**src/design/arsq_pkg.sv**
```systemverilog
// Constants, types and settings for the auto-reclose sequencer
// Overview of operation
// - Single-phase program, plain start: single-phase open time
// - Two/three-phase trip with start: two-phase open time
// - Fast start uses high-speed three-phase open time
// - Extension enabled and link lost: add extension
// - Overlong trip lengthens open time by extension
// - Extension off: overlong trip aborts like blocking
// - Phase match required only on delayed three-phase shots
// - Close-open readiness also needs breaker energy
// - Close conditions missing past wait time: block
// - Reclaim starts at close; trips continue fault
// - Close pulse lasts the longer of the close pulse time and 50 ms
// - Cut enabled: new trip ends pulse early
// - Close pulse shorter than 50 ms only when blocking ends it
// - Close increments type counter and total
// - Reclaim expiry without trip resets sequence
// - Repeat trip after close flags failed reclose
// - After repeat, only further delayed shots allowed
// - Failed flag drops when reclaim time elapses
// - Position check: breaker stays open, flag failure
// - Auto proceed to next shot after delay
// - Closed-to-open change produces one-cycle start pulse
// - Not ready while breaker reads open
// - Start needs energy, closed breaker, no blocking
package arsq_pkg;

    // ****************************************************************
    // Timing
    // ****************************************************************
    localparam int unsigned CLK_HZ         = 40_000_000;
    localparam int unsigned MS_PER_S       = 1000;
    localparam int unsigned CLK_PER_MS_DEF = CLK_HZ / MS_PER_S;
    localparam int unsigned TIME_W         = 16;
    localparam logic [15:0] MIN_PULSE_MS   = 16'h0032;

    // ****************************************************************
    // Counters
    // ****************************************************************
    localparam int unsigned CNT_W   = 16;
    localparam int unsigned N_CNT   = 7;
    localparam logic [2:0]  IDX_1P  = 3'h0;
    localparam logic [2:0]  IDX_2P  = 3'h1;
    localparam logic [2:0]  IDX_3P0 = 3'h1;
    localparam logic [2:0]  SHOT_RST = 3'h0;
    localparam logic [2:0]  SHOT_FIRST = 3'h1;

    // ****************************************************************
    // Types
    // ****************************************************************
    typedef enum logic [5:0] {
        S_IDLE    = 6'h01,
        S_DEAD    = 6'h02,
        S_CHECK   = 6'h04,
        S_CLOSE   = 6'h08,
        S_RECLAIM = 6'h10,
        S_BLOCKED = 6'h20
    } arsq_state_t;

    typedef enum logic [1:0] {
        K_1P = 2'h0,
        K_2P = 2'h1,
        K_3P = 2'h2
    } arsq_kind_t;

endpackage : arsq_pkg

```
**src/design/arsq_cnt_if.sv**
```systemverilog
// Carrier between the sequencer and its operation counter bank
`timescale 1ns/1ps
interface arsq_cnt_if
    import arsq_pkg::*;
();
    logic                          inc;
    logic [2:0]                    idx;
    logic                          clr;
    logic [N_CNT-1:0][CNT_W-1:0]   cnt;
    logic [CNT_W-1:0]              total;

    modport seq  (output inc, output idx, output clr, input cnt, input total);
    modport bank (input inc, input idx, input clr, output cnt, output total);
endinterface : arsq_cnt_if

```
**src/design/arsq_top.sv**
```systemverilog
// Auto-reclose sequencer: open time, close checks, close pulse, reclaim
`timescale 1ns/1ps
module arsq_top
    import arsq_pkg::*;
#(
    parameter int unsigned CLK_PER_MS = CLK_PER_MS_DEF,
    parameter int unsigned TW         = TIME_W
)(
    input  wire logic                        i_mclk,
    input  wire logic                        i_rst_b,
    input  wire logic                        i_ce,
    input  wire logic                        i_start,
    input  wire logic                        i_fast_start,
    input  wire logic                        i_two_phase_trip,
    input  wire logic                        i_three_phase_trip,
    input  wire logic                        i_onto_fault_trip,
    input  wire logic                        i_permissive_link_lost,
    input  wire logic                        i_phase_match_ok,
    input  wire logic                        i_breaker_energy_ok,
    input  wire logic                        i_breaker_closed,
    input  wire logic                        i_sequence_block,
    input  wire logic                        i_counter_clear,
    input  wire logic                        i_single_phase_prog,
    input  wire logic                        i_open_time_extend_en,
    input  wire logic                        i_close_pulse_cut_en,
    input  wire logic                        i_readiness_co,
    input  wire logic                        i_failure_by_position_sel,
    input  wire logic                        i_auto_proceed_en,
    input  wire logic                        i_open_position_start_en,
    input  wire logic [2:0]                  i_shot_limit,
    input  wire logic [TW-1:0]               i_open_time_1ph,
    input  wire logic [TW-1:0]               i_open_time_2ph,
    input  wire logic [TW-1:0]               i_open_time_3ph,
    input  wire logic [TW-1:0]               i_open_time_fast,
    input  wire logic [TW-1:0]               i_open_time_later,
    input  wire logic [TW-1:0]               i_open_time_extension,
    input  wire logic [TW-1:0]               i_max_trip_time,
    input  wire logic [TW-1:0]               i_match_wait_time,
    input  wire logic [TW-1:0]               i_reclaim_time,
    input  wire logic [TW-1:0]               i_close_pulse_time,
    input  wire logic [TW-1:0]               i_failed_close_time,
    input  wire logic [TW-1:0]               i_auto_proceed_delay,
    output logic                             o_breaker_close,
    output logic                             o_reclose_failed,
    output logic                             o_ready,
    output logic                             o_active,
    output logic                             o_blocked,
    output logic [2:0]                       o_shot,
    output logic [N_CNT-1:0][CNT_W-1:0]      o_type_count,
    output logic [CNT_W-1:0]                 o_total_reclose_count
);

    localparam int unsigned PW = $clog2(CLK_PER_MS + 1);

    function automatic logic elapsed(input logic [TW-1:0] t, input logic [TW-1:0] lim);
        return t >= lim;
    endfunction : elapsed

    function automatic logic [TW-1:0] inc_sat(input logic [TW-1:0] t, input logic tk);
        return (tk && t != '1) ? t + TW'(1) : t;
    endfunction : inc_sat

    arsq_state_t       state_reg;
    arsq_state_t       state_next;
    arsq_kind_t        kind_reg;
    logic [PW-1:0]     pre_reg;
    logic              tick_reg;
    logic              trip_d_reg;
    logic              rep_d_reg;
    logic              closed_d_reg;
    logic              hs_reg;
    logic              ext_reg;
    logic              cut_reg;
    logic              rep_pend_reg;
    logic              pos_ok_reg;
    logic [2:0]        shot_reg;
    logic [TW-1:0]     dead_reg;
    logic [TW-1:0]     tmr_reg;
    logic [TW-1:0]     rcl_reg;
    logic [TW-1:0]     trip_tmr_reg;
    logic              trip;
    logic              trip_rise;
    logic              rep_rise;
    logic              rep_ev;
    logic              open_edge;
    logic              start_any;
    logic              start_ok;
    logic              close_ok;
    logic              long_trip;
    logic              dead_done;
    logic              pulse_end;
    logic              reclaim_done;
    logic              more_shots;
    logic              next_shot;
    logic              pos_fail;
    logic              close_cmd;
    logic [TW:0]       dead_lim;

    arsq_cnt_if cif ();

    // ****************************************************************
    // Millisecond time base and input edges
    // ****************************************************************
    always_ff @(posedge i_mclk or negedge i_rst_b) begin
        if (!i_rst_b) begin
            pre_reg  <= '0;
            tick_reg <= 1'b0;
        end else if (i_ce) begin
            if (pre_reg == PW'(CLK_PER_MS - 1)) begin
                pre_reg  <= '0;
                tick_reg <= 1'b1;
            end else begin
                pre_reg  <= pre_reg + PW'(1);
                tick_reg <= 1'b0;
            end
        end
    end

    always_ff @(posedge i_mclk or negedge i_rst_b) begin
        if (!i_rst_b) begin
            trip_d_reg   <= 1'b0;
            rep_d_reg    <= 1'b0;
            closed_d_reg <= 1'b0;
        end else if (i_ce) begin
            trip_d_reg   <= trip;
            rep_d_reg    <= i_start | i_onto_fault_trip;
            closed_d_reg <= i_breaker_closed;
        end
    end

    // ****************************************************************
    // Sequence decisions
    // ****************************************************************
    always_comb begin
        trip      = i_start | i_fast_start | i_onto_fault_trip
                  | i_two_phase_trip | i_three_phase_trip;
        trip_rise = trip & ~trip_d_reg;
        rep_rise  = (i_start | i_onto_fault_trip) & ~rep_d_reg;
        rep_ev    = rep_rise | rep_pend_reg;
        open_edge = i_open_position_start_en & closed_d_reg & ~i_breaker_closed;
        start_any = i_start | i_fast_start | open_edge;
        start_ok  = i_breaker_energy_ok & closed_d_reg & ~i_sequence_block;
        close_ok  = (i_phase_match_ok | kind_reg != K_3P | hs_reg)
                  & (~i_readiness_co | i_breaker_energy_ok);
        dead_lim  = {1'b0, dead_reg} + (ext_reg ? {1'b0, i_open_time_extension} : '0);
        dead_done = {1'b0, tmr_reg} >= dead_lim;
        long_trip = state_reg == S_DEAD && trip && elapsed(trip_tmr_reg, i_max_trip_time);
        pulse_end = elapsed(tmr_reg, MIN_PULSE_MS)
                  & (elapsed(tmr_reg, i_close_pulse_time)
                  | (i_close_pulse_cut_en & (cut_reg | trip_rise)));
        reclaim_done = elapsed(rcl_reg, i_reclaim_time);
        more_shots   = shot_reg < i_shot_limit;
        next_shot    = more_shots & (rep_ev
                     | (i_auto_proceed_en & ~i_breaker_closed
                        & elapsed(rcl_reg, i_auto_proceed_delay)));
        pos_fail     = i_failure_by_position_sel & ~pos_ok_reg
                     & elapsed(rcl_reg, i_failed_close_time);
    end

    always_comb begin
        state_next = state_reg;
        case (state_reg)
            S_IDLE: begin
                if (start_any && start_ok) begin
                    state_next = S_DEAD;
                end
            end
            S_DEAD: begin
                if (i_sequence_block || (long_trip && !i_open_time_extend_en)) begin
                    state_next = S_BLOCKED;
                end else if (dead_done) begin
                    state_next = S_CHECK;
                end
            end
            S_CHECK: begin
                if (i_sequence_block) begin
                    state_next = S_BLOCKED;
                end else if (close_ok) begin
                    state_next = S_CLOSE;
                end else if (elapsed(tmr_reg, i_match_wait_time)) begin
                    state_next = S_BLOCKED;
                end
            end
            S_CLOSE: begin
                if (i_sequence_block) begin
                    state_next = S_BLOCKED;
                end else if (pulse_end) begin
                    state_next = S_RECLAIM;
                end
            end
            S_RECLAIM: begin
                if (i_sequence_block) begin
                    state_next = S_BLOCKED;
                end else if (next_shot) begin
                    state_next = S_DEAD;
                end else if (reclaim_done) begin
                    state_next = S_IDLE;
                end
            end
            S_BLOCKED: begin
                if (!i_sequence_block && !trip) begin
                    state_next = S_IDLE;
                end
            end
            default: state_next = S_IDLE;
        endcase
    end

    assign close_cmd = state_reg != S_CLOSE && state_next == S_CLOSE;

    always_ff @(posedge i_mclk or negedge i_rst_b) begin
        if (!i_rst_b) begin
            state_reg <= S_IDLE;
        end else if (i_ce) begin
            state_reg <= state_next;
        end
    end

    // ****************************************************************
    // Shot context
    // ****************************************************************
    always_ff @(posedge i_mclk or negedge i_rst_b) begin
        if (!i_rst_b) begin
            shot_reg <= SHOT_RST;
            kind_reg <= K_3P;
            hs_reg   <= 1'b0;
            ext_reg  <= 1'b0;
            dead_reg <= '0;
        end else if (i_ce) begin
            if (state_reg == S_IDLE && state_next == S_DEAD) begin
                shot_reg <= SHOT_FIRST;
                hs_reg   <= i_fast_start;
                ext_reg  <= i_open_time_extend_en & i_permissive_link_lost;
                if (i_fast_start) begin
                    kind_reg <= K_3P;
                    dead_reg <= i_open_time_fast;
                end else if (i_two_phase_trip || i_three_phase_trip) begin
                    kind_reg <= K_2P;
                    dead_reg <= i_open_time_2ph;
                end else if (i_single_phase_prog) begin
                    kind_reg <= K_1P;
                    dead_reg <= i_open_time_1ph;
                end else begin
                    kind_reg <= K_3P;
                    dead_reg <= i_open_time_3ph;
                end
            end else if (state_reg == S_RECLAIM && state_next == S_DEAD) begin
                shot_reg <= shot_reg + 3'h1;
                kind_reg <= K_3P;
                hs_reg   <= 1'b0;
                ext_reg  <= 1'b0;
                dead_reg <= i_open_time_later;
            end else if (long_trip && i_open_time_extend_en) begin
                ext_reg  <= 1'b1;
            end else if (state_next == S_IDLE) begin
                shot_reg <= SHOT_RST;
            end
        end
    end

    // ****************************************************************
    // Timers
    // ****************************************************************
    always_ff @(posedge i_mclk or negedge i_rst_b) begin
        if (!i_rst_b) begin
            tmr_reg      <= '0;
            rcl_reg      <= '0;
            trip_tmr_reg <= '0;
        end else if (i_ce) begin
            tmr_reg      <= (state_next != state_reg) ? '0 : inc_sat(tmr_reg, tick_reg);
            rcl_reg      <= close_cmd ? '0 : inc_sat(rcl_reg, tick_reg);
            trip_tmr_reg <= trip ? inc_sat(trip_tmr_reg, tick_reg) : '0;
        end
    end

    // ****************************************************************
    // Close pulse, repeat trips and failure flag
    // ****************************************************************
    always_ff @(posedge i_mclk or negedge i_rst_b) begin
        if (!i_rst_b) begin
            cut_reg      <= 1'b0;
            rep_pend_reg <= 1'b0;
            pos_ok_reg   <= 1'b0;
        end else if (i_ce) begin
            cut_reg      <= state_reg == S_CLOSE && (cut_reg || trip_rise);
            rep_pend_reg <= state_reg == S_CLOSE && (rep_pend_reg || rep_rise);
            pos_ok_reg   <= !close_cmd && (pos_ok_reg || i_breaker_closed);
        end
    end

    always_ff @(posedge i_mclk or negedge i_rst_b) begin
        if (!i_rst_b) begin
            o_reclose_failed <= 1'b0;
        end else if (i_ce) begin
            if ((state_reg == S_CLOSE || state_reg == S_RECLAIM)
                && (rep_rise || pos_fail)) begin
                o_reclose_failed <= 1'b1;
            end else if (state_reg == S_RECLAIM && reclaim_done) begin
                o_reclose_failed <= 1'b0;
            end
        end
    end

    // ****************************************************************
    // Registered outputs and counters
    // ****************************************************************
    always_ff @(posedge i_mclk or negedge i_rst_b) begin
        if (!i_rst_b) begin
            o_breaker_close <= 1'b0;
            o_ready         <= 1'b0;
            o_active        <= 1'b0;
            o_blocked       <= 1'b0;
            o_shot          <= SHOT_RST;
        end else if (i_ce) begin
            o_breaker_close <= state_next == S_CLOSE;
            o_ready         <= state_next == S_IDLE && start_ok;
            o_active        <= state_next != S_IDLE && state_next != S_BLOCKED;
            o_blocked       <= state_next == S_BLOCKED;
            o_shot          <= shot_reg;
        end
    end

    assign cif.inc = close_cmd & i_ce;
    assign cif.idx = (kind_reg == K_1P) ? IDX_1P :
                     (kind_reg == K_2P) ? IDX_2P : IDX_3P0 + shot_reg;
    assign cif.clr = i_counter_clear;
    assign o_type_count          = cif.cnt;
    assign o_total_reclose_count = cif.total;

    arsq_counters u_counters (
        .i_mclk  (i_mclk),
        .i_rst_b (i_rst_b),
        .i_ce    (i_ce),
        .cif     (cif)
    );
endmodule : arsq_top

```
**src/design/arsq_counters.sv**
```systemverilog
// Reclose operation counters, one per type and shot plus a total
`timescale 1ns/1ps
module arsq_counters
    import arsq_pkg::*;
(
    input  wire logic  i_mclk,
    input  wire logic  i_rst_b,
    input  wire logic  i_ce,
    arsq_cnt_if.bank   cif
);

    // ****************************************************************
    // Per-type counters
    // ****************************************************************
    genvar g;
    generate
        for (g = 0; g < N_CNT; g++) begin : g_cnt
            always_ff @(posedge i_mclk or negedge i_rst_b) begin
                if (!i_rst_b) begin
                    cif.cnt[g] <= '0;
                end else if (i_ce) begin
                    if (cif.clr) begin
                        cif.cnt[g] <= '0;
                    end else if (cif.inc && cif.idx == 3'(g)) begin
                        cif.cnt[g] <= cif.cnt[g] + CNT_W'(1);
                    end
                end
            end
        end
    endgenerate

    always_ff @(posedge i_mclk or negedge i_rst_b) begin
        if (!i_rst_b) begin
            cif.total <= '0;
        end else if (i_ce) begin
            if (cif.clr) begin
                cif.total <= '0;
            end else if (cif.inc) begin
                cif.total <= cif.total + CNT_W'(1);
            end
        end
    end
endmodule : arsq_counters

```
**config.mk**
```make
export PLATFORM = sky130hd
export DESIGN_NAME = arsq_top
export DESIGN_NICKNAME = d
export VERILOG_FILES = /design/src/design/arsq_pkg.sv /design/src/design/arsq_cnt_if.sv /design/src/design/arsq_top.sv /design/src/design/arsq_counters.sv
export SDC_FILE = /design/constraint.sdc
export NUM_CORES = 1
export LEC_CHECK = 0
export BUFFER_PORTS_ARGS = -buffer_cell sky130_fd_sc_hd__buf_2
export CAP_MARGIN = 20
export CORE_ASPECT_RATIO = 1.1
export CORE_MARGIN = 10
export CORE_UTILIZATION = 50
export CTS_CLUSTER_SIZE = 16
export DETAILED_ROUTE_END_ITERATION = 8
export MAX_ROUTING_LAYER = met4
export PLACE_DENSITY = 0.73
export RECOVER_POWER = 50
export SETUP_SLACK_MARGIN = 0.4
export SLEW_MARGIN = 30
export SYNTH_ARGS = -nofsm -noshare
export SYNTH_HDL_FRONTEND = slang
export SYNTH_SLANG_ARGS = --single-unit
export TNS_END_PERCENT = 10
```
**constraint.sdc**
```tcl
create_clock -name i_mclk -period 5.5 [get_ports i_mclk]
set_input_delay 0.55 -clock i_mclk [delete_from_list [all_inputs] [get_ports i_mclk]]
set_output_delay 0.55 -clock i_mclk [all_outputs]
set_load 0.005 [all_outputs]
```
== After elaboration in Yosys (flattened, before gate mapping) ==
Cells that the tools add are included.

* Add/subtract/negate cells: 14
* Magnitude comparators: 9
* Equality and inequality tests: 28
* Mux-type cells: 61
* Bitwise logic cells: 35
* Reductions and logical operators: 68

{| class="wikitable"
|+ Operators by type and width
! cell !! number
|-
| 16-bit 2-to-1 mux || 29
|-
| 16-bit by 1-bit adder with 16-bit output, second input constant || 12
|-
| 16-bit greater-or-equal comparator || 6
|-
| 6-bit 2-to-1 mux || 12
|-
| 16-bit != test, second input constant || 3
|-
| 6-bit case mux with 6 select lines || 1
|-
| 2-bit AND reduction || 14
|-
| 1-bit logical AND || 26
|-
| 2-bit nonzero test || 12
|-
| 3-bit 2-to-1 mux || 6
|-
| 16-bit by 16-bit adder with 17-bit output || 1
|-
| 16-bit by 17-bit greater-or-equal comparator with 1-bit output || 1
|-
| 1-bit AND || 16
|-
| 16-bit == test, second input constant || 1
|-
| 16-bit by 6-bit greater-or-equal comparator with 1-bit output, second input constant || 1
|-
| 1-bit OR || 13
|-
| 6-bit by 1-bit == test with 1-bit output, second input constant || 2
|-
| 6-bit by 2-bit == test with 1-bit output, second input constant || 2
|-
| 6-bit by 4-bit == test with 1-bit output, second input constant || 2
|-
| 6-bit == test, second input constant || 2
|-
| 2-bit 2-to-1 mux || 5
|-
| 3-bit == test, second input constant || 3
|-
| 1-bit 2-to-1 mux || 8
|-
| 1-bit logical OR || 7
|-
| other kinds (20) || 30
|}

* Flip-flop bits (word level): 236
* Input port bits: 216
* Output and inout port bits: 136
* Word-level logic and storage cells: 246

== Depth between registers and ports, before layout ==
Gate-level depths: netlist of run 1.

* Depth after elaboration: 18
* Mapped depth: 23
* Depth with buffers taken out: 22

== By module ==
From an unflattened synthesis of run 1, not the netlist that was laid out.

* Cell total of the unflattened synthesis: 1,917
* Area, all modules: 16,510.8 um^2

{| class="wikitable"
|+ Modules (own cells, without submodules)
! module !! times used !! cells an instance !! area an instance (um^2) !! sequential area each (um^2)
|-
| arsq_top || 1 || 1,212 || 9,756.9 || 2,705.1
|-
| arsq_counters || 1 || 705 || 6,754.0 || 3,203.1
|}

== Worst setup path before layout of run 1 ==
No wires, ideal clock.

* Path kind: input -> register
* Start: in i_open_time_extension[0]
* End: reg shot_reg[1]
* Setup time: 0.120 ns
* Arrival time: 4.425 ns
* Required time: 5.380 ns
* Setup slack: 0.955 ns
* Cell stages on the path: 23
* Path buffers: 1
* Path through: and2_1 > ha_1 > fa_1 > a211oi_1 > nor2_1 > o21ai_0 > inv_1 > a21oi_1 > nor2b_1 > o21ai_0 > nand2b_1 > xnor2_1 > ha_1 > nand4_1 > nor4_1 > nor2_1 > a211o_1 > a21oi_1 > nor2_1 > o21ai_1 > buf_2 > nand2_1 > a31o_2

* Cells in the longest elaborated chain, start to end: 10
* Elaborated cells between the ends (all ways): 15
* Classes of those cells: add/sub: 1; order compare: 1; eq/ne: 3; mux: 6; reduce/logical: 4

{| class="wikitable"
|+ RTL lines
! item !! RTL line !! RTL
|-
| start: declaration || arsq_top.sv:36 || <nowiki>input wire logic [TW-1:0] i_open_time_extension,</nowiki>
|-
| 16-bit 2-to-1 mux * || arsq_top.sv:145 || <nowiki>dead_lim = {1'b0, dead_reg} + (ext_reg ? {1'b0, i_open_time_extension} : '0);</nowiki>
|-
| 16-bit by 16-bit adder with 17-bit output * || arsq_top.sv:145 ||
|-
| 16-bit by 17-bit greater-or-equal comparator with 1-bit output * || arsq_top.sv:146 || <nowiki>dead_done = {1'b0, tmr_reg} >= dead_lim;</nowiki>
|-
| 6-bit 2-to-1 mux * || arsq_top.sv:171 || <nowiki>end else if (dead_done) begin</nowiki>
|-
| 6-bit 2-to-1 mux * || arsq_top.sv:169 || <nowiki>if (i_sequence_block || (long_trip && !i_open_time_extend_en)) begin</nowiki>
|-
| 6-bit case mux with 6 select lines * || arsq_top.sv:162 || <nowiki>case (state_reg)</nowiki>
|-
| 6-bit by 2-bit == test with 1-bit output || arsq_top.sv:230, arsq_top.sv:247 ||
|-
| 1-bit logical AND, on equally long branches || arsq_top.sv:230, arsq_top.sv:247 ||
|-
| 3-bit != test (no source line) (tied with other cells) || n/a ||
|-
| 3-bit AND reduction (no source line) / 3-bit 2-to-1 mux (equally long branches) || n/a ||
|-
| end signal: assignment || arsq_top.sv:248 || <nowiki>shot_reg <= shot_reg + 3'h1;</nowiki>
|-
| end: declaration || arsq_top.sv:76 || <nowiki>logic [2:0] shot_reg;</nowiki>
|}

Every way passes the cells marked *; elsewhere a longest branch is shown, timed or not.
A chain may end at the register's enable or synchronous reset.

== Final worst setup path of run 1 ==
* Start: reg ext_reg
* End: reg tmr_reg[1]

* Cells in the longest elaborated chain, start to end: 9
* Elaborated cells between the ends (all ways): 10
* Classes of those cells: add/sub: 1; order compare: 1; eq/ne: 1; mux: 5; reduce/logical: 2

{| class="wikitable"
|+ RTL lines
! item !! RTL line !! RTL
|-
| start: declaration || arsq_top.sv:72 || <nowiki>logic ext_reg;</nowiki>
|-
| start signal: assignment || arsq_top.sv:233 || <nowiki>ext_reg <= i_open_time_extend_en & i_permissive_link_lost;</nowiki>
|-
| 16-bit 2-to-1 mux * || arsq_top.sv:145 ||
|-
| 16-bit by 16-bit adder with 17-bit output * || arsq_top.sv:145 ||
|-
| 16-bit by 17-bit greater-or-equal comparator with 1-bit output * || arsq_top.sv:146 ||
|-
| 6-bit 2-to-1 mux * || arsq_top.sv:171 ||
|-
| 6-bit 2-to-1 mux * || arsq_top.sv:169 ||
|-
| 6-bit case mux with 6 select lines * || arsq_top.sv:162 ||
|-
| 6-bit != test * || arsq_top.sv:270 || <nowiki>tmr_reg <= (state_next != state_reg) ? '0 : inc_sat(tmr_reg, tick_reg);</nowiki>
|-
| 2-bit nonzero test (no source line) || n/a ||
|-
| 2-bit AND reduction (no source line) || n/a ||
|-
| end signal: assignment || arsq_top.sv:270 ||
|-
| end: declaration || arsq_top.sv:78 || <nowiki>logic [TW-1:0] tmr_reg;</nowiki>
|}

Marks and branches as above.

==> out/qor.log, run 1 <==
INFO  run_status     outcome=finished, violations left
INFO  run_status     failed_checks=max-capacitance violations, max-slew violations
INFO  cts            cts.htree.levels=1
INFO  placed_design  gp_routability_congestion=0.976
INFO  logic_synthesis yosys-top-cells-count=234 x sky130_fd_sc_hd__dfrtp_1, 210 x sky130_fd_sc_hd__nand2_1, 183 x sky130_fd_sc_hd__o21ai_0
INFO  grt            grt_antenna_before_repair=3
INFO  pwr            p_seq_share=39.5%
INFO  grt            first_global_vias=15,784
INFO  cts            numClockSinks=236
INFO  worst_hold_path worstHoldStart=i_open_time_later[13]
INFO  logic_synthesis synth-seq-cells=236
INFO  sta            final_period_minus_worst_setup_slack=4.87ns
INFO  worst_hold_path whs_endpoint=dead_reg[13]$_DFFE_PN0P_
INFO  pwr            internal-power=0.00376W
INFO  grt            grt_max_degree=98
INFO  logic_synthesis synth-seq-area-share=35.8%
INFO  floorplan      io_pins=352
INFO  logic_synthesis netlist-cell-type-count=81
INFO  pwr            power_leakage=9.29nW
INFO  setup_path     worst_ep_arrival_time=5.28ns
INFO  setup_path     path_class=flop to flop
INFO  worst_hold_path worst_hold_path_type=input port to flop
INFO  logic_synthesis syn_nets=2,365
INFO  pwr            combinational_group_share_of_total_power=27.8%
INFO  worst_hold_path hold-path-cell-count=3
INFO  pwr            ir_drop_worst_vdd=0.207mV
INFO  setup_path     timing.critical_path.to_type=flop
INFO  logic_synthesis netlist.top_cell.by_area=sky130_fd_sc_hd__dfrtp_1
INFO  setup_path     worst_ep_required_time=5.91ns
INFO  grt            grtUsageMet3=3.39%
INFO  detailed_routing post-route-drc-count=0
INFO  placed_design  place_hpwl=38.9mm
INFO  final_layout   largest_register_ff_count=112
INFO  pwr            power.switching=0.00199W
INFO  floorplan      coreArea=0.0325mm2
INFO  logic_synthesis synth_enable_flop_cells=0
INFO  cts            cts_post_setup_buffers_inserted=0
INFO  cts            numCtsBuffers=27
INFO  setup_path     reg_to_reg_start=ext_reg$_DFFE_PN0P_
INFO  floorplan      start_util=50.8%
INFO  pwr            p_clk_share=32.7%
INFO  sta            max_clk_rate=205MHz
INFO  sta            skew=0.0145ns
INFO  grt            grt-busiest-layer=met2
INFO  detailed_routing firstDrtPassIters=6
INFO  logic_synthesis post_synth_xor_area_fraction=3.66%
INFO  grt            grt_util_all_layers=25.1%
INFO  setup_path     regToRegSetupSlack=0.63ns
INFO  logic_synthesis async_s_r_ff_share_synth=100%
INFO  sta            drv_slew=136
INFO  placed_design  placement.io_buffers=351
INFO  grt            groute.layer.met2.usage=40.6%
INFO  final_layout   syn2layout_area_growth=17.9%
INFO  final_layout   fillerInstances=2,993
INFO  grt            globalRoute.totalOverflow=0
INFO  floorplan      cell_rows=69
INFO  detailed_routing wirelength=51.2mm
INFO  sta            slew-limit-headroom=-163%
INFO  final_layout   drive_above_1_share=14.9%
INFO  grt            grt.met1_usage=32.3%
INFO  final_layout   multi_input_gate_area=0.00977mm2
INFO  logic_synthesis synth_top_flop_cell=sky130_fd_sc_hd__dfrtp_1
INFO  cts            clkSlewWorstSetupHoldPaths=0.06ns
INFO  sta            report.final.setup_viol=0
INFO  final_layout   nets=2,684
INFO  logic_synthesis synth_top_cells_by_area=sky130_fd_sc_hd__dfrtp_1 36%, sky130_fd_sc_hd__ha_1 11%, sky130_fd_sc_hd__o21ai_0 5.6%
INFO  job            drv.max_cap_violation_count=3
INFO  logic_synthesis yosys_warnings=0
INFO  sta            finalCritPeriodShare=88.5%
INFO  final_layout   ff_latch_area=0.00591mm2
INFO  cts            clkLatencyLatePin=0.55ns
INFO  detailed_routing vias_per_cell=5.78
INFO  cts            tritoncts=built
INFO  logic_synthesis mappedNetlistArea=0.0165mm2
INFO  logic_synthesis synth_top_family_by_area=simple AND/OR/NAND/NOR gates
INFO  cts            max-clock-path-buffers=3
INFO  pwr            power.density_cell_area=296mW/mm2
INFO  logic_synthesis netlist_instances=2,004
INFO  logic_synthesis synth_top_area_share=35.5%
INFO  setup_path     ff2ff_path_depth=23
INFO  logic_synthesis simple_logic_cell_fraction_of_the_synthesized_area=22.4%
INFO  detailed_routing antenna_left=0
INFO  detailed_routing wl_per_cell=18.5um
INFO  floorplan      dieArea=0.0407mm2
INFO  floorplan      dieHeight=210um
INFO  setup_path     highest_net_fanout_along_the_worst_path=23
INFO  detailed_routing drt_first_iter_violations=1,034
INFO  logic_synthesis post_synth_fa_ha_maj_area_fraction=11.0%
INFO  grt            first_pass_grt_wire_length=82.4mm
INFO  pwr            report.power.total=0.00575W
INFO  setup_path     startpoint_type=flop
INFO  logic_synthesis synth_compound_gate_area_share=19.8%
INFO  sta            timing.setup.tns=0ns
INFO  sta            rsz0062_at_grt=yes
INFO  logic_synthesis postSynthAreaPerCell=8.23um2
INFO  cts            cts_root_buffer=sky130_fd_sc_hd__clkbuf_16
INFO  final_layout   registers.top_by_ff_count=u_counters.cif.cnt
INFO  setup_path     r2r_end=tmr_reg[1]$_DFFE_PN0P_
INFO  logic_synthesis synthMuxAreaShare=2.11%
INFO  sta            final_hold_viol_count=0
INFO  sta            max_slew.worst_pin.slew=3.95ns
INFO  detailed_routing vias=16,032
INFO  pwr            netSwitchingFraction=34.7%
INFO  floorplan      chipWidth=193um
INFO  logic_synthesis yosysMostFrequentCell=sky130_fd_sc_hd__dfrtp_1
==> timing repair <==
item                                    4_1_cts  5_1_grt
endpoints found under the setup margin        0       31
gates resized for setup                       0        5
hold endpoints to repair                     65        0
hold buffers                                  1        0
==> worst max-delay path by stage <==
| stage | from | endpoint | slack [ns] | cells past startpoint |
|---|---|---|---|---|
| floorplan | i_open_time_extension[0] | shot_reg[1]$_DFFE_PN0P_ | 0.95 | 23 |
| global placement | i_open_time_extension[0] | ext_reg$_DFFE_PN0P_ | 0.46 | 24 |
| detailed placement | i_open_time_extension[0] | ext_reg$_DFFE_PN0P_ | 0.30 | 24 |
| CTS | ext_reg$_DFFE_PN0P_ | ext_reg$_DFFE_PN0P_ | 0.52 | 23 |
| global route | ext_reg$_DFFE_PN0P_ | tmr_reg[1]$_DFFE_PN0P_ | 0.34 | 22 |
| finish | ext_reg$_DFFE_PN0P_ | tmr_reg[1]$_DFFE_PN0P_ | 0.63 | 23 |
==> power groups by stage <==
| stage | sequential, W | combinational [W] | clock, W |
|---|---|---|---|
| 2_1_floorplan | 0.00221 | 0.00107 | 0 |
| 3_3_place_gp | 0.00228 | 0.00156 | 0 |
| 3_5_place_dp | 0.00229 | 0.00162 | 0 |
| 4_1_cts | 0.00226 | 0.00163 | 0.00192 |
| 5_1_grt | 0.00231 | 0.00182 | 0.00200 |
| 6_report | 0.00227 | 0.00160 | 0.00188 |
==> per-layer routing <==
metal	part of all wire [%]	wire, um	vias up
met4	2.2	1140	0
li1	-	-	7826
met5	0	0	-
met2	49	24900	489
met1	43	22100	7642
met3	6.0	3050	75
==> cell families after synthesis <==
family	count (synthesis)
adders and majority gates	145
DFF	236
muxes	34
buffers and inverters	220
AOI/OAI and AO/OA	542
xor gates and xnor gates	69
and+or+nand+nor	758
==> placed cells by master (no fill, tap or decap), drive strengths merged, types with 21 or more instances in the layout <==
master,Yosys,layout
buf,17,255
dfrtp,234,234
nand2,210,210
o21ai,185,185
nor2,171,171
a21oi,164,164
clkbuf,63,152
ha,144,144
inv,139,140
nand3,86,86
nor3,84,84
xor2,42,42
and3,42,42
nand4,38,38
a31oi,32,32
a21o,28,28
mux2i,28,28
xnor2,27,27
a211oi,22,22
and2,22,22
nand2b,21,21
==> worst max-delay path, stage by stage, from the launching register on <==
cell and delay [ns]:
sky130_fd_sc_hd__dfrtp_1 0.41, sky130_fd_sc_hd__and2_1 0.16, sky130_fd_sc_hd__ha_1 0.21, sky130_fd_sc_hd__fa_1 0.42, sky130_fd_sc_hd__a211oi_1 0.28, sky130_fd_sc_hd__nor2_1 0.13
sky130_fd_sc_hd__o21ai_0 0.17, sky130_fd_sc_hd__inv_1 0.05, sky130_fd_sc_hd__a21oi_1 0.22, sky130_fd_sc_hd__nor2b_1 0.09, sky130_fd_sc_hd__o21ai_0 0.15, sky130_fd_sc_hd__nand2b_1 0.09
sky130_fd_sc_hd__xnor2_1 0.13, sky130_fd_sc_hd__ha_1 0.30, sky130_fd_sc_hd__nand4_1 0.12, sky130_fd_sc_hd__nor4_1 0.29, sky130_fd_sc_hd__nor2_1 0.09, sky130_fd_sc_hd__a211o_1 0.29
sky130_fd_sc_hd__a21oi_2 0.20, sky130_fd_sc_hd__o32ai_1 0.10, sky130_fd_sc_hd__o2111a_1 0.17, sky130_fd_sc_hd__buf_4 0.22, sky130_fd_sc_hd__a31oi_1 0.27, sky130_fd_sc_hd__o22ai_2 0.15
==> per-stage QoR <==
stage / instance area [um2] / std cells / worst slack (ns) / utilization (%) / hold slack (ns)
2_1_floorplan: 16500 / 2004 / 0.955 / - / 0.254
3_3_place_gp: 18600 / 2719 / 0.456 / 57.4 / 0.469
3_5_place_dp: 18600 / 2719 / 0.299 / 57.4 / 0.473
4_1_cts: 19600 / 2769 / 0.517 / 60.3 / 0.276
5_1_grt: 19400 / 2772 / 0.344 / 59.9 / 0.309
6_report: 19400 / 2772 / 0.631 / 59.9 / 0.288
==> final cells by class <==
type                       instances  share of cell area, %
sequential                       236                   30.4
timing repair buffer             370                   9.15
inverter                         140                   2.70
antenna                            3                 0.0386
clock inverter                    11                  0.766
tap                              426                   2.74
clock buffer                      38                   3.94
multi-input combinational       1548                   50.3
Note: power is estimated with default switching activity, not from simulation.
==> run 2: changes to the inputs <==
==> constraint.sdc (replaced) <==
create_clock -name i_mclk -period 5.5 [get_ports i_mclk]
set_input_delay 1.1 -clock i_mclk [delete_from_list [all_inputs] [get_ports i_mclk]]
set_output_delay 1.1 -clock i_mclk [all_outputs]
set_load 0.005 [all_outputs]
==> run 2 against run 1 <==
- the flow still finishes with violations (max-capacitance violations, max-slew violations)
- setup slack better by 0.073 ns
- register-to-register slack better by 0.17 ns
- clock skew is 0.0045 ns lower
- final cell count is 0.47% higher
==> out/qor.log, run 2 (synthesis gave the netlist of run 1 again) <==
INFO  final_layout   layout.cells.most_common_list=303 x sky130_fd_sc_hd__buf_2, 233 x sky130_fd_sc_hd__dfrtp_1, 210 x sky130_fd_sc_hd__nand2_1
INFO  placed_design  gp_routability_congestion=0.939 [-3.9%]
INFO  setup_path     ff2ff_path_depth=22 [-4.3%]
INFO  grt            first_global_vias=15,434 [-2.2%]
INFO  detailed_routing wirelength=50.3mm [-1.8%]
INFO  grt            grt_max_degree=102 [+4.1%]
INFO  detailed_routing post-route-drc-count=0 [unchanged]
INFO  final_layout   registers.top_by_ff_count=u_counters.cif.cnt
INFO  grt            first_pass_grt_wire_length=80.9mm [-1.8%]
INFO  setup_path     r2r_end=tmr_reg[7]$_DFFE_PN0P_
INFO  cts            clkSlewWorstSetupHoldPaths=0.07ns [about the same]
INFO  setup_path     reg_to_reg_start=ext_reg$_DFFE_PN0P_
INFO  sta            max_slew.worst_pin.slew=2.59ns [-1.36 ns]
INFO  cts            numClockSinks=236 [unchanged]
INFO  setup_path     timing.critical_path.to_type=flop
INFO  sta            final_hold_viol_count=0 [unchanged]
INFO  detailed_routing wl_per_cell=18.0um [-2.2%]
INFO  pwr            combinational_group_share_of_total_power=27.2% [-0.6 points]
INFO  setup_path     path_class=input port to flop
INFO  floorplan      dieArea=0.0407mm2 [unchanged]
INFO  placed_design  place_hpwl=38.6mm [-0.92%]
INFO  detailed_routing vias_per_cell=5.71 [-1.2%]
INFO  detailed_routing antenna_left=0 [unchanged]
INFO  sta            max_clk_rate=209MHz [+1.5%]
INFO  cts            cts.htree.levels=1 [unchanged]
INFO  pwr            p_seq_share=38.7% [-0.8 points]
INFO  cts            clkLatencyLatePin=0.56ns [about the same]
INFO  sta            fin_ws=0.704ns [+0.0733 ns]
INFO  placed_design  postPlaceCellArea=0.0187mm2 [+0.13%]
INFO  worst_hold_path worst_hold_path_type=flop to flop
INFO  grt            grt_antenna_before_repair=6 [+3]
INFO  cts            cts_root_buffer=sky130_fd_sc_hd__clkbuf_16
INFO  floorplan      chipWidth=193um [unchanged]
INFO  final_layout   nets=2,692 [+0.30%]
INFO  setup_path     crit_path_start=i_open_time_extension[1]
INFO  cts            tritoncts=built
INFO  run_status     failed_checks=max-capacitance violations, max-slew violations
INFO  setup_path     worst_ep_arrival_time=5.27ns [about the same]
INFO  cts            numCtsBuffers=28 [+3.7%]
INFO  run_status     outcome=finished, violations left
INFO  cts            max-clock-path-buffers=3 [unchanged]
INFO  placed_design  placement.io_buffers=351 [unchanged]
INFO  sta            timing.setup.tns=0ns [unchanged]
INFO  floorplan      cell_rows=69 [unchanged]
INFO  sta            rsz0062_at_grt=yes
INFO  floorplan      dieHeight=210um [unchanged]
INFO  final_layout   fin_util=60.5% [+0.62 points]
INFO  setup_path     worst_setup_path_endpoint=tmr_reg[7]$_DFFE_PN0P_
INFO  pwr            internal-power=0.00388W [+3.1%]
INFO  pwr            power.switching=0.00200W [+0.51%]
INFO  sta            drv_slew=207 [+52%]
INFO  worst_hold_path hold-path-cell-count=1 [-2]
INFO  sta            report.final.setup_viol=0 [unchanged]
INFO  detailed_routing firstDrtPassIters=6 [unchanged]
INFO  pwr            p_clk_share=34.1% [+1.4 points]
INFO  pwr            power.density_cell_area=299mW/mm2 [+1.2%]
INFO  final_layout   layout_commonest_cell=sky130_fd_sc_hd__buf_2
INFO  floorplan      start_util=50.8% [unchanged]
INFO  pwr            ir_drop_worst_vdd=0.255mV [+23%]
INFO  final_layout   largest_register_ff_count=112 [unchanged]
INFO  sta            final_period_minus_worst_setup_slack=4.80ns [-0.0733 ns]
INFO  sta            skew=0.00992ns [-0.00454 ns]
INFO  placed_design  dp_worst_setup_slack=0.0103ns [-0.289 ns]
INFO  final_layout   syn2layout_area_growth=19.1%
INFO  pwr            netSwitchingFraction=34.1% [-0.58 points]
INFO  pwr            power_leakage=9.55nW [+2.9%]
INFO  cts            cts_hold_repair.buffers=0 [-1]
INFO  final_layout   drive_above_1_share=18.2% [+3.3 points]
INFO  grt            globalRoute.totalOverflow=0 [unchanged]
INFO  detailed_routing vias=15,911 [-0.75%]
INFO  setup_path     highest_net_fanout_along_the_worst_path=6 [-74%]
INFO  sta            slew-limit-headroom=-72.5% [+91 points]
INFO  final_layout   final_design_area_no_fill=0.0196mm2 [+1.0%]
INFO  setup_path     worst_ep_required_time=5.97ns [+0.06 ns]
INFO  detailed_routing drt_first_iter_violations=971 [-6.1%]
INFO  setup_path     regToRegSetupSlack=0.80ns [+0.17 ns]
INFO  sta            finalCritPeriodShare=87.2% [-1.3 points]
INFO  sta            final.hold.worst_slack=0.490ns [+0.201 ns]
INFO  grt            grt_util_all_layers=24.5% [-0.57 points]
INFO  floorplan      io_pins=352 [unchanged]
INFO  job            drv.max_cap_violation_count=4 [+1]
INFO  setup_path     startpoint_type=input port
INFO  floorplan      coreArea=0.0325mm2 [unchanged]
==> run 2: through the flow <==
step,instances,total power (W)
final,2785,0.00588
after global routing,2785,0.00626
after CTS,2776,0.00591
after detailed placement,2724,0.00389
after global placement,2724,0.00384
after floorplan,2004,0.00328
==> run 2: power by group through the flow <==
stage,clock (W),combinational (W),sequential (W)
2_1_floorplan,0,0.00107,0.00221
3_3_place_gp,0,0.00155,0.00229
3_5_place_dp,0,0.00159,0.00230
4_1_cts,0.00204,0.00160,0.00227
5_1_grt,0.00211,0.00183,0.00232
6_report,0.00201,0.00160,0.00227
==> run 2: timing repair <==
| action | in CTS | in global routing |
|---|---|---|
| endpoints found under the setup margin | 0 | 39 |
| gates resized for setup | 0 | 7 |
| setup buffers | 0 | 3 |
==> run 2: per-layer routing <==
layer / up-vias / share of wire (%) / GRT usage (%)
li1: 7854 / - / -
met1: 7526 / 44 / 32.0
met2: 463 / 48 / 39.3
met3: 68 / 6.2 / 3.55
met4: 0 / 1.8 / 6.00
met5: - / 0 / -
==> run 2: critical path, cell delays in order <==
cell	delay, ns
sky130_fd_sc_hd__buf_2	0.10
sky130_fd_sc_hd__and2_1	0.17
sky130_fd_sc_hd__ha_1	0.29
sky130_fd_sc_hd__a21o_1	0.19
sky130_fd_sc_hd__a21oi_1	0.22
sky130_fd_sc_hd__o21bai_1	0.11
sky130_fd_sc_hd__a21oi_1	0.20
sky130_fd_sc_hd__nor2_1	0.12
sky130_fd_sc_hd__a211o_1	0.30
sky130_fd_sc_hd__a31o_2	0.23
sky130_fd_sc_hd__a21oi_1	0.17
sky130_fd_sc_hd__xor2_1	0.09
sky130_fd_sc_hd__ha_1	0.21
sky130_fd_sc_hd__a2111oi_1	0.36
sky130_fd_sc_hd__o21ai_0	0.15
sky130_fd_sc_hd__nor2_1	0.10
sky130_fd_sc_hd__a211o_1	0.12
sky130_fd_sc_hd__a21oi_2	0.08
sky130_fd_sc_hd__o32ai_1	0.13
sky130_fd_sc_hd__o2111a_2	0.33
sky130_fd_sc_hd__clkbuf_2	0.19
sky130_fd_sc_hd__nand2_1	0.10
sky130_fd_sc_hd__o211ai_1	0.21
==> run 2: layout make-up <==
class | count | area (um2)
Fill cell | 2933 | 12800
Multi-Input combinational cell | 1548 | 9770
Sequential cell | 236 | 5910
Timing Repair Buffer | 377 | 1880
Clock buffer | 38 | 798
Tap cell | 426 | 533
Inverter | 140 | 526
Clock inverter | 14 | 211
Antenna cell | 6 | 15.0
==> run 2: how the worst min path moves through the flow <==
stage	startpoint	end	slack, ns
final	hs_reg$_DFFE_PN0P_	hs_reg$_DFFE_PN0P_	0.49
after global routing	hs_reg$_DFFE_PN0P_	hs_reg$_DFFE_PN0P_	0.52
after detailed placement	dead_reg[15]$_DFFE_PN0P_	dead_reg[15]$_DFFE_PN0P_	0.48
after global placement	hs_reg$_DFFE_PN0P_	hs_reg$_DFFE_PN0P_	0.47
after CTS	dead_reg[15]$_DFFE_PN0P_	dead_reg[15]$_DFFE_PN0P_	0.49
after floorplan	pos_ok_reg$_DFFE_PN0P_	pos_ok_reg$_DFFE_PN0P_	0.45
==> run 3: changes to the inputs <==
--- a/config.mk
+++ b/config.mk
@@ -5,13 +5,16 @@
 export SDC_FILE = /design/constraint.sdc
 export NUM_CORES = 1
 export LEC_CHECK = 0
+export ABC_CLOCK_PERIOD_IN_PS = 5500
 export BUFFER_PORTS_ARGS = -buffer_cell sky130_fd_sc_hd__buf_2
 export CAP_MARGIN = 20
 export CORE_ASPECT_RATIO = 1.1
 export CORE_MARGIN = 10
 export CORE_UTILIZATION = 50
+export CTS_BUF_LIST = sky130_fd_sc_hd__clkbuf_4 sky130_fd_sc_hd__clkbuf_8 sky130_fd_sc_hd__clkbuf_16
 export CTS_CLUSTER_SIZE = 16
 export DETAILED_ROUTE_END_ITERATION = 8
+export GPL_ROUTABILITY_DRIVEN = 0
 export MAX_ROUTING_LAYER = met4
 export PLACE_DENSITY = 0.73
 export RECOVER_POWER = 50
==> run 3 against run 2 <==
- the flow still finishes with violations (max-capacitance violations, max-slew violations)
- clock-buffer cell count decreased by 4
- critical endpoint is now tmr_reg[2]$_DFFE_PN0P_
- non-clock buffer count shrank 3
- sequential share of layout area barely moved
- first-iteration DRC count up 9.4%
- via count increased by 0.54%
- core utilization fell by 0.089 points
- wire length down 1.4%
==> out/qor.log, run 3 (synthesis gave the netlist of run 1 again) <==
INFO  run_status     outcome=finished, violations left
INFO  run_status     failed_checks=max-capacitance violations, max-slew violations
INFO  pwr            netSwitchingFraction=34.3% [+0.22 points]
INFO  grt            grt_antenna_before_repair=3 [-3]
INFO  sta            skew=0.0170ns [+0.00703 ns]
INFO  job            drv.max_cap_violation_count=2 [-2]
INFO  pwr            power_leakage=9.58nW [+0.28%]
INFO  setup_path     timing.critical_path.cells=buf_2 -> and2_1 -> ha_1 -> fa_1 -> a211oi_2 -> nor2_1 -> o21ai_0 -> inv_1 -> a21oi_1 -> nor2b_1 -> a41oi_1 -> xor2_1 -> ha_1 -> nand4_1 -> nor4_1 -> nor2_1 -> a211o_1 -> a21oi_4 -> o32ai_1 -> o2111a_2 -> buf_4 -> o211ai_1 -> o21ai_0
INFO  sta            max_slew.worst_pin.slew=3.79ns [+1.21 ns]
INFO  sta            final_hold_viol_count=0 [unchanged]
INFO  pwr            report.power.total=0.00580W [-1.3%]
INFO  worst_hold_path worstHoldStart=pos_ok_reg$_DFFE_PN0P_
INFO  detailed_routing wl_per_cell=17.8um [-1.2%]
INFO  placed_design  postPlaceCellArea=0.0187mm2 [about the same]
INFO  final_layout   largest_register_ff_count=112 [unchanged]
INFO  sta            max_clk_rate=205MHz [-1.7%]
INFO  setup_path     critPathMaxStageDelay=0.44ns [+0.08 ns]
INFO  floorplan      start_util=50.8% [unchanged]
INFO  floorplan      coreArea=0.0325mm2 [unchanged]
INFO  detailed_routing vias=15,997 [+0.54%]
INFO  floorplan      io_pins=352 [unchanged]
INFO  pwr            p_seq_share=39.1% [+0.4 points]
INFO  setup_path     r2r_end=tmr_reg[2]$_DFFE_PN0P_
INFO  grt            grtUsageMet3=3.78% [+0.23 points]
INFO  cts            tritoncts=built
INFO  detailed_routing post-route-drc-count=0 [unchanged]
INFO  grt            first_pass_grt_wire_length=79.2mm [-2.1%]
INFO  pwr            combinational_group_share_of_total_power=27.8% [+0.6 points]
INFO  detailed_routing wirelength=49.5mm [-1.4%]
INFO  grt            globalRoute.totalOverflow=0 [unchanged]
INFO  grt            grt_util_all_layers=24.0% [-0.53 points]
INFO  worst_hold_path hold-path-cell-count=2 [+1]
INFO  pwr            ir_drop_worst_vdd=0.190mV [-25%]
INFO  final_layout   multi_input_gate_area=0.00978mm2 [about the same]
INFO  final_layout   syn2layout_area_growth=18.9%
INFO  sta            final_period_minus_worst_setup_slack=4.88ns [+0.0828 ns]
INFO  setup_path     highest_net_fanout_along_the_worst_path=9 [+3]
INFO  final_layout   ff_latch_area=0.00591mm2 [about the same]
INFO  detailed_routing antenna_left=0 [unchanged]
INFO  cts            numClockSinks=236 [unchanged]
INFO  setup_path     reg_to_reg_start=ext_reg$_DFFE_PN0P_
INFO  worst_hold_path worst_hold_path_type=flop to flop
INFO  final_layout   drive_above_1_share=18.7% [+0.49 points]
INFO  setup_path     path_buf_inv=3 [+1]
INFO  setup_path     timing.critical_path.max_delay_family=compound AO/OA/AOI/OAI gates
INFO  cts            numCtsBuffers=28 [unchanged]
INFO  final_layout   layout.cells.most_common_list=314 x sky130_fd_sc_hd__buf_2, 234 x sky130_fd_sc_hd__dfrtp_1, 210 x sky130_fd_sc_hd__nand2_1
INFO  cts            clkSlewWorstSetupHoldPaths=0.06ns [about the same]
INFO  final_layout   nets=2,689 [-0.11%]
INFO  detailed_routing vias_per_cell=5.76 [+0.76%]
INFO  sta            finalCritPeriodShare=88.7% [+1.5 points]
INFO  placed_design  placement.io_buffers=351 [unchanged]
INFO  floorplan      cell_rows=69 [unchanged]
INFO  final_layout   registers.top_by_ff_count=u_counters.cif.cnt
INFO  pwr            power.switching=0.00199W [-0.71%]
INFO  final_layout   layout_commonest_cell=sky130_fd_sc_hd__buf_2
INFO  sta            slew-limit-headroom=-153% [-80 points]
INFO  grt            first_global_vias=15,551 [+0.76%]
INFO  floorplan      chipWidth=193um [unchanged]
INFO  setup_path     ff2ff_path_depth=22 [unchanged]
INFO  sta            drv_slew=113 [-45%]
INFO  grt            groute.layer.met2.usage=38.5% [-0.78 points]
INFO  final_layout   final_cell_count_no_fill=2,779 [-0.22%]
INFO  setup_path     crit_slowest_cell=sky130_fd_sc_hd__fa_1
INFO  setup_path     path_class=input port to flop
INFO  sta            rsz0062_at_grt=yes
INFO  final_layout   final_design_area_no_fill=0.0196mm2 [-0.15%]
INFO  sta            final.hold.worst_slack=0.498ns [+0.00846 ns]
INFO  setup_path     startpoint_type=input port
INFO  cts            clkLatencyLatePin=0.55ns [about the same]
INFO  grt            grt_max_degree=108 [+5.9%]
INFO  detailed_routing firstDrtPassIters=7 [+1]
INFO  cts            cts.htree.levels=1 [unchanged]
INFO  grt            grt-busiest-layer=met2
INFO  setup_path     worst_ep_arrival_time=5.26ns [about the same]
INFO  setup_path     regToRegSetupSlack=0.84ns [+0.04 ns]
INFO  floorplan      dieArea=0.0407mm2 [unchanged]
INFO  setup_path     worst_ep_required_time=5.88ns [-0.09 ns]
INFO  cts            max-clock-path-buffers=3 [unchanged]
INFO  cts            cts_root_buffer=sky130_fd_sc_hd__clkbuf_16
INFO  worst_hold_path whs_endpoint=pos_ok_reg$_DFFE_PN0P_
INFO  grt            grt.met1_usage=30.7% [-1.3 points]
INFO  detailed_routing drt_first_iter_violations=1,062 [+9.4%]
INFO  placed_design  place_hpwl=38.0mm [-1.4%]
INFO  pwr            p_clk_share=33.1% [-1.0 points]
INFO  sta            report.final.setup_viol=0 [unchanged]
INFO  setup_path     timing.critical_path.to_type=flop
INFO  floorplan      dieHeight=210um [unchanged]
INFO  pwr            internal-power=0.00381W [-1.7%]
INFO  pwr            power.density_cell_area=296mW/mm2 [-1.2%]
INFO  final_layout   fillerInstances=2,941 [+0.27%]
INFO  placed_design  place_inst=2,723 [-0.037%]
==> run 3: how the worst max path moves through the flow <==
stage	start	to	slack [ns]	cells past startpoint
floorplan	i_open_time_extension[0]	shot_reg[1]$_DFFE_PN0P_	0.40	23
global placement	i_open_time_extension[0]	tmr_reg[10]$_DFFE_PN0P_	0.08	24
detailed placement	i_open_time_extension[0]	tmr_reg[12]$_DFFE_PN0P_	-0.04	23
CTS	i_open_time_extension[0]	tmr_reg[12]$_DFFE_PN0P_	0.51	23
global route	i_rst_b	u_counters.cif.cnt[8]$_DFFE_PN0P_	0.20	2
finish	i_open_time_extension[0]	tmr_reg[2]$_DFFE_PN0P_	0.62	23
==> run 3: final cells by class <==
cell class,instances,share of cell area (%)
antenna,3,0.0383
sequential,236,30.1
tap,426,2.72
timing repair buffer,374,9.68
inverter,140,2.68
clock inverter,18,0.976
multi-input combinational,1548,49.9
clock buffer,34,3.93
==> run 3: metal layers <==
layer | vias to the layer above | part of all wire [%]
met5 | - | 0
met4 | 0 | 2.1
met3 | 76 | 6.6
met2 | 519 | 48
met1 | 7579 | 43
li1 | 7823 | -
==> run 3: timing repair <==
action / 4_1_cts / 5_1_grt
hold buffers: 0 / 0
endpoints found under the setup margin: 0 / 39
resized for setup: 0 / 8
setup buffers: 0 / 1
==> run 3: metrics by stage <==
step | setup TNS [ns] | util (%) | setup slack [ns]
2_1_floorplan | 0 | - | 0.405
3_3_place_gp | 0 | 57.5 | 0.0793
3_5_place_dp | -0.223 | 57.5 | -0.0442
4_1_cts | 0 | 60.5 | 0.507
5_1_grt | 0 | 60.4 | 0.201
6_report | 0 | 60.4 | 0.621
==> run 3: tightest hold or removal path, delay by kind of cell, from the launching register on <==
kind            cells  cell delay, ns
compound gates      1            0.04
flops               1            0.35
simple gates        1            0.07
==> run 3: power by group through the flow <==
stage	Combinational, W	Sequential (W)	Clock [W]
4_1_cts	0.00161	0.00226	0.00196
3_3_place_gp	0.00154	0.00228	0
6_report	0.00161	0.00227	0.00192
3_5_place_dp	0.00160	0.00229	0
5_1_grt	0.00183	0.00231	0.00203
2_1_floorplan	0.00107	0.00221	0
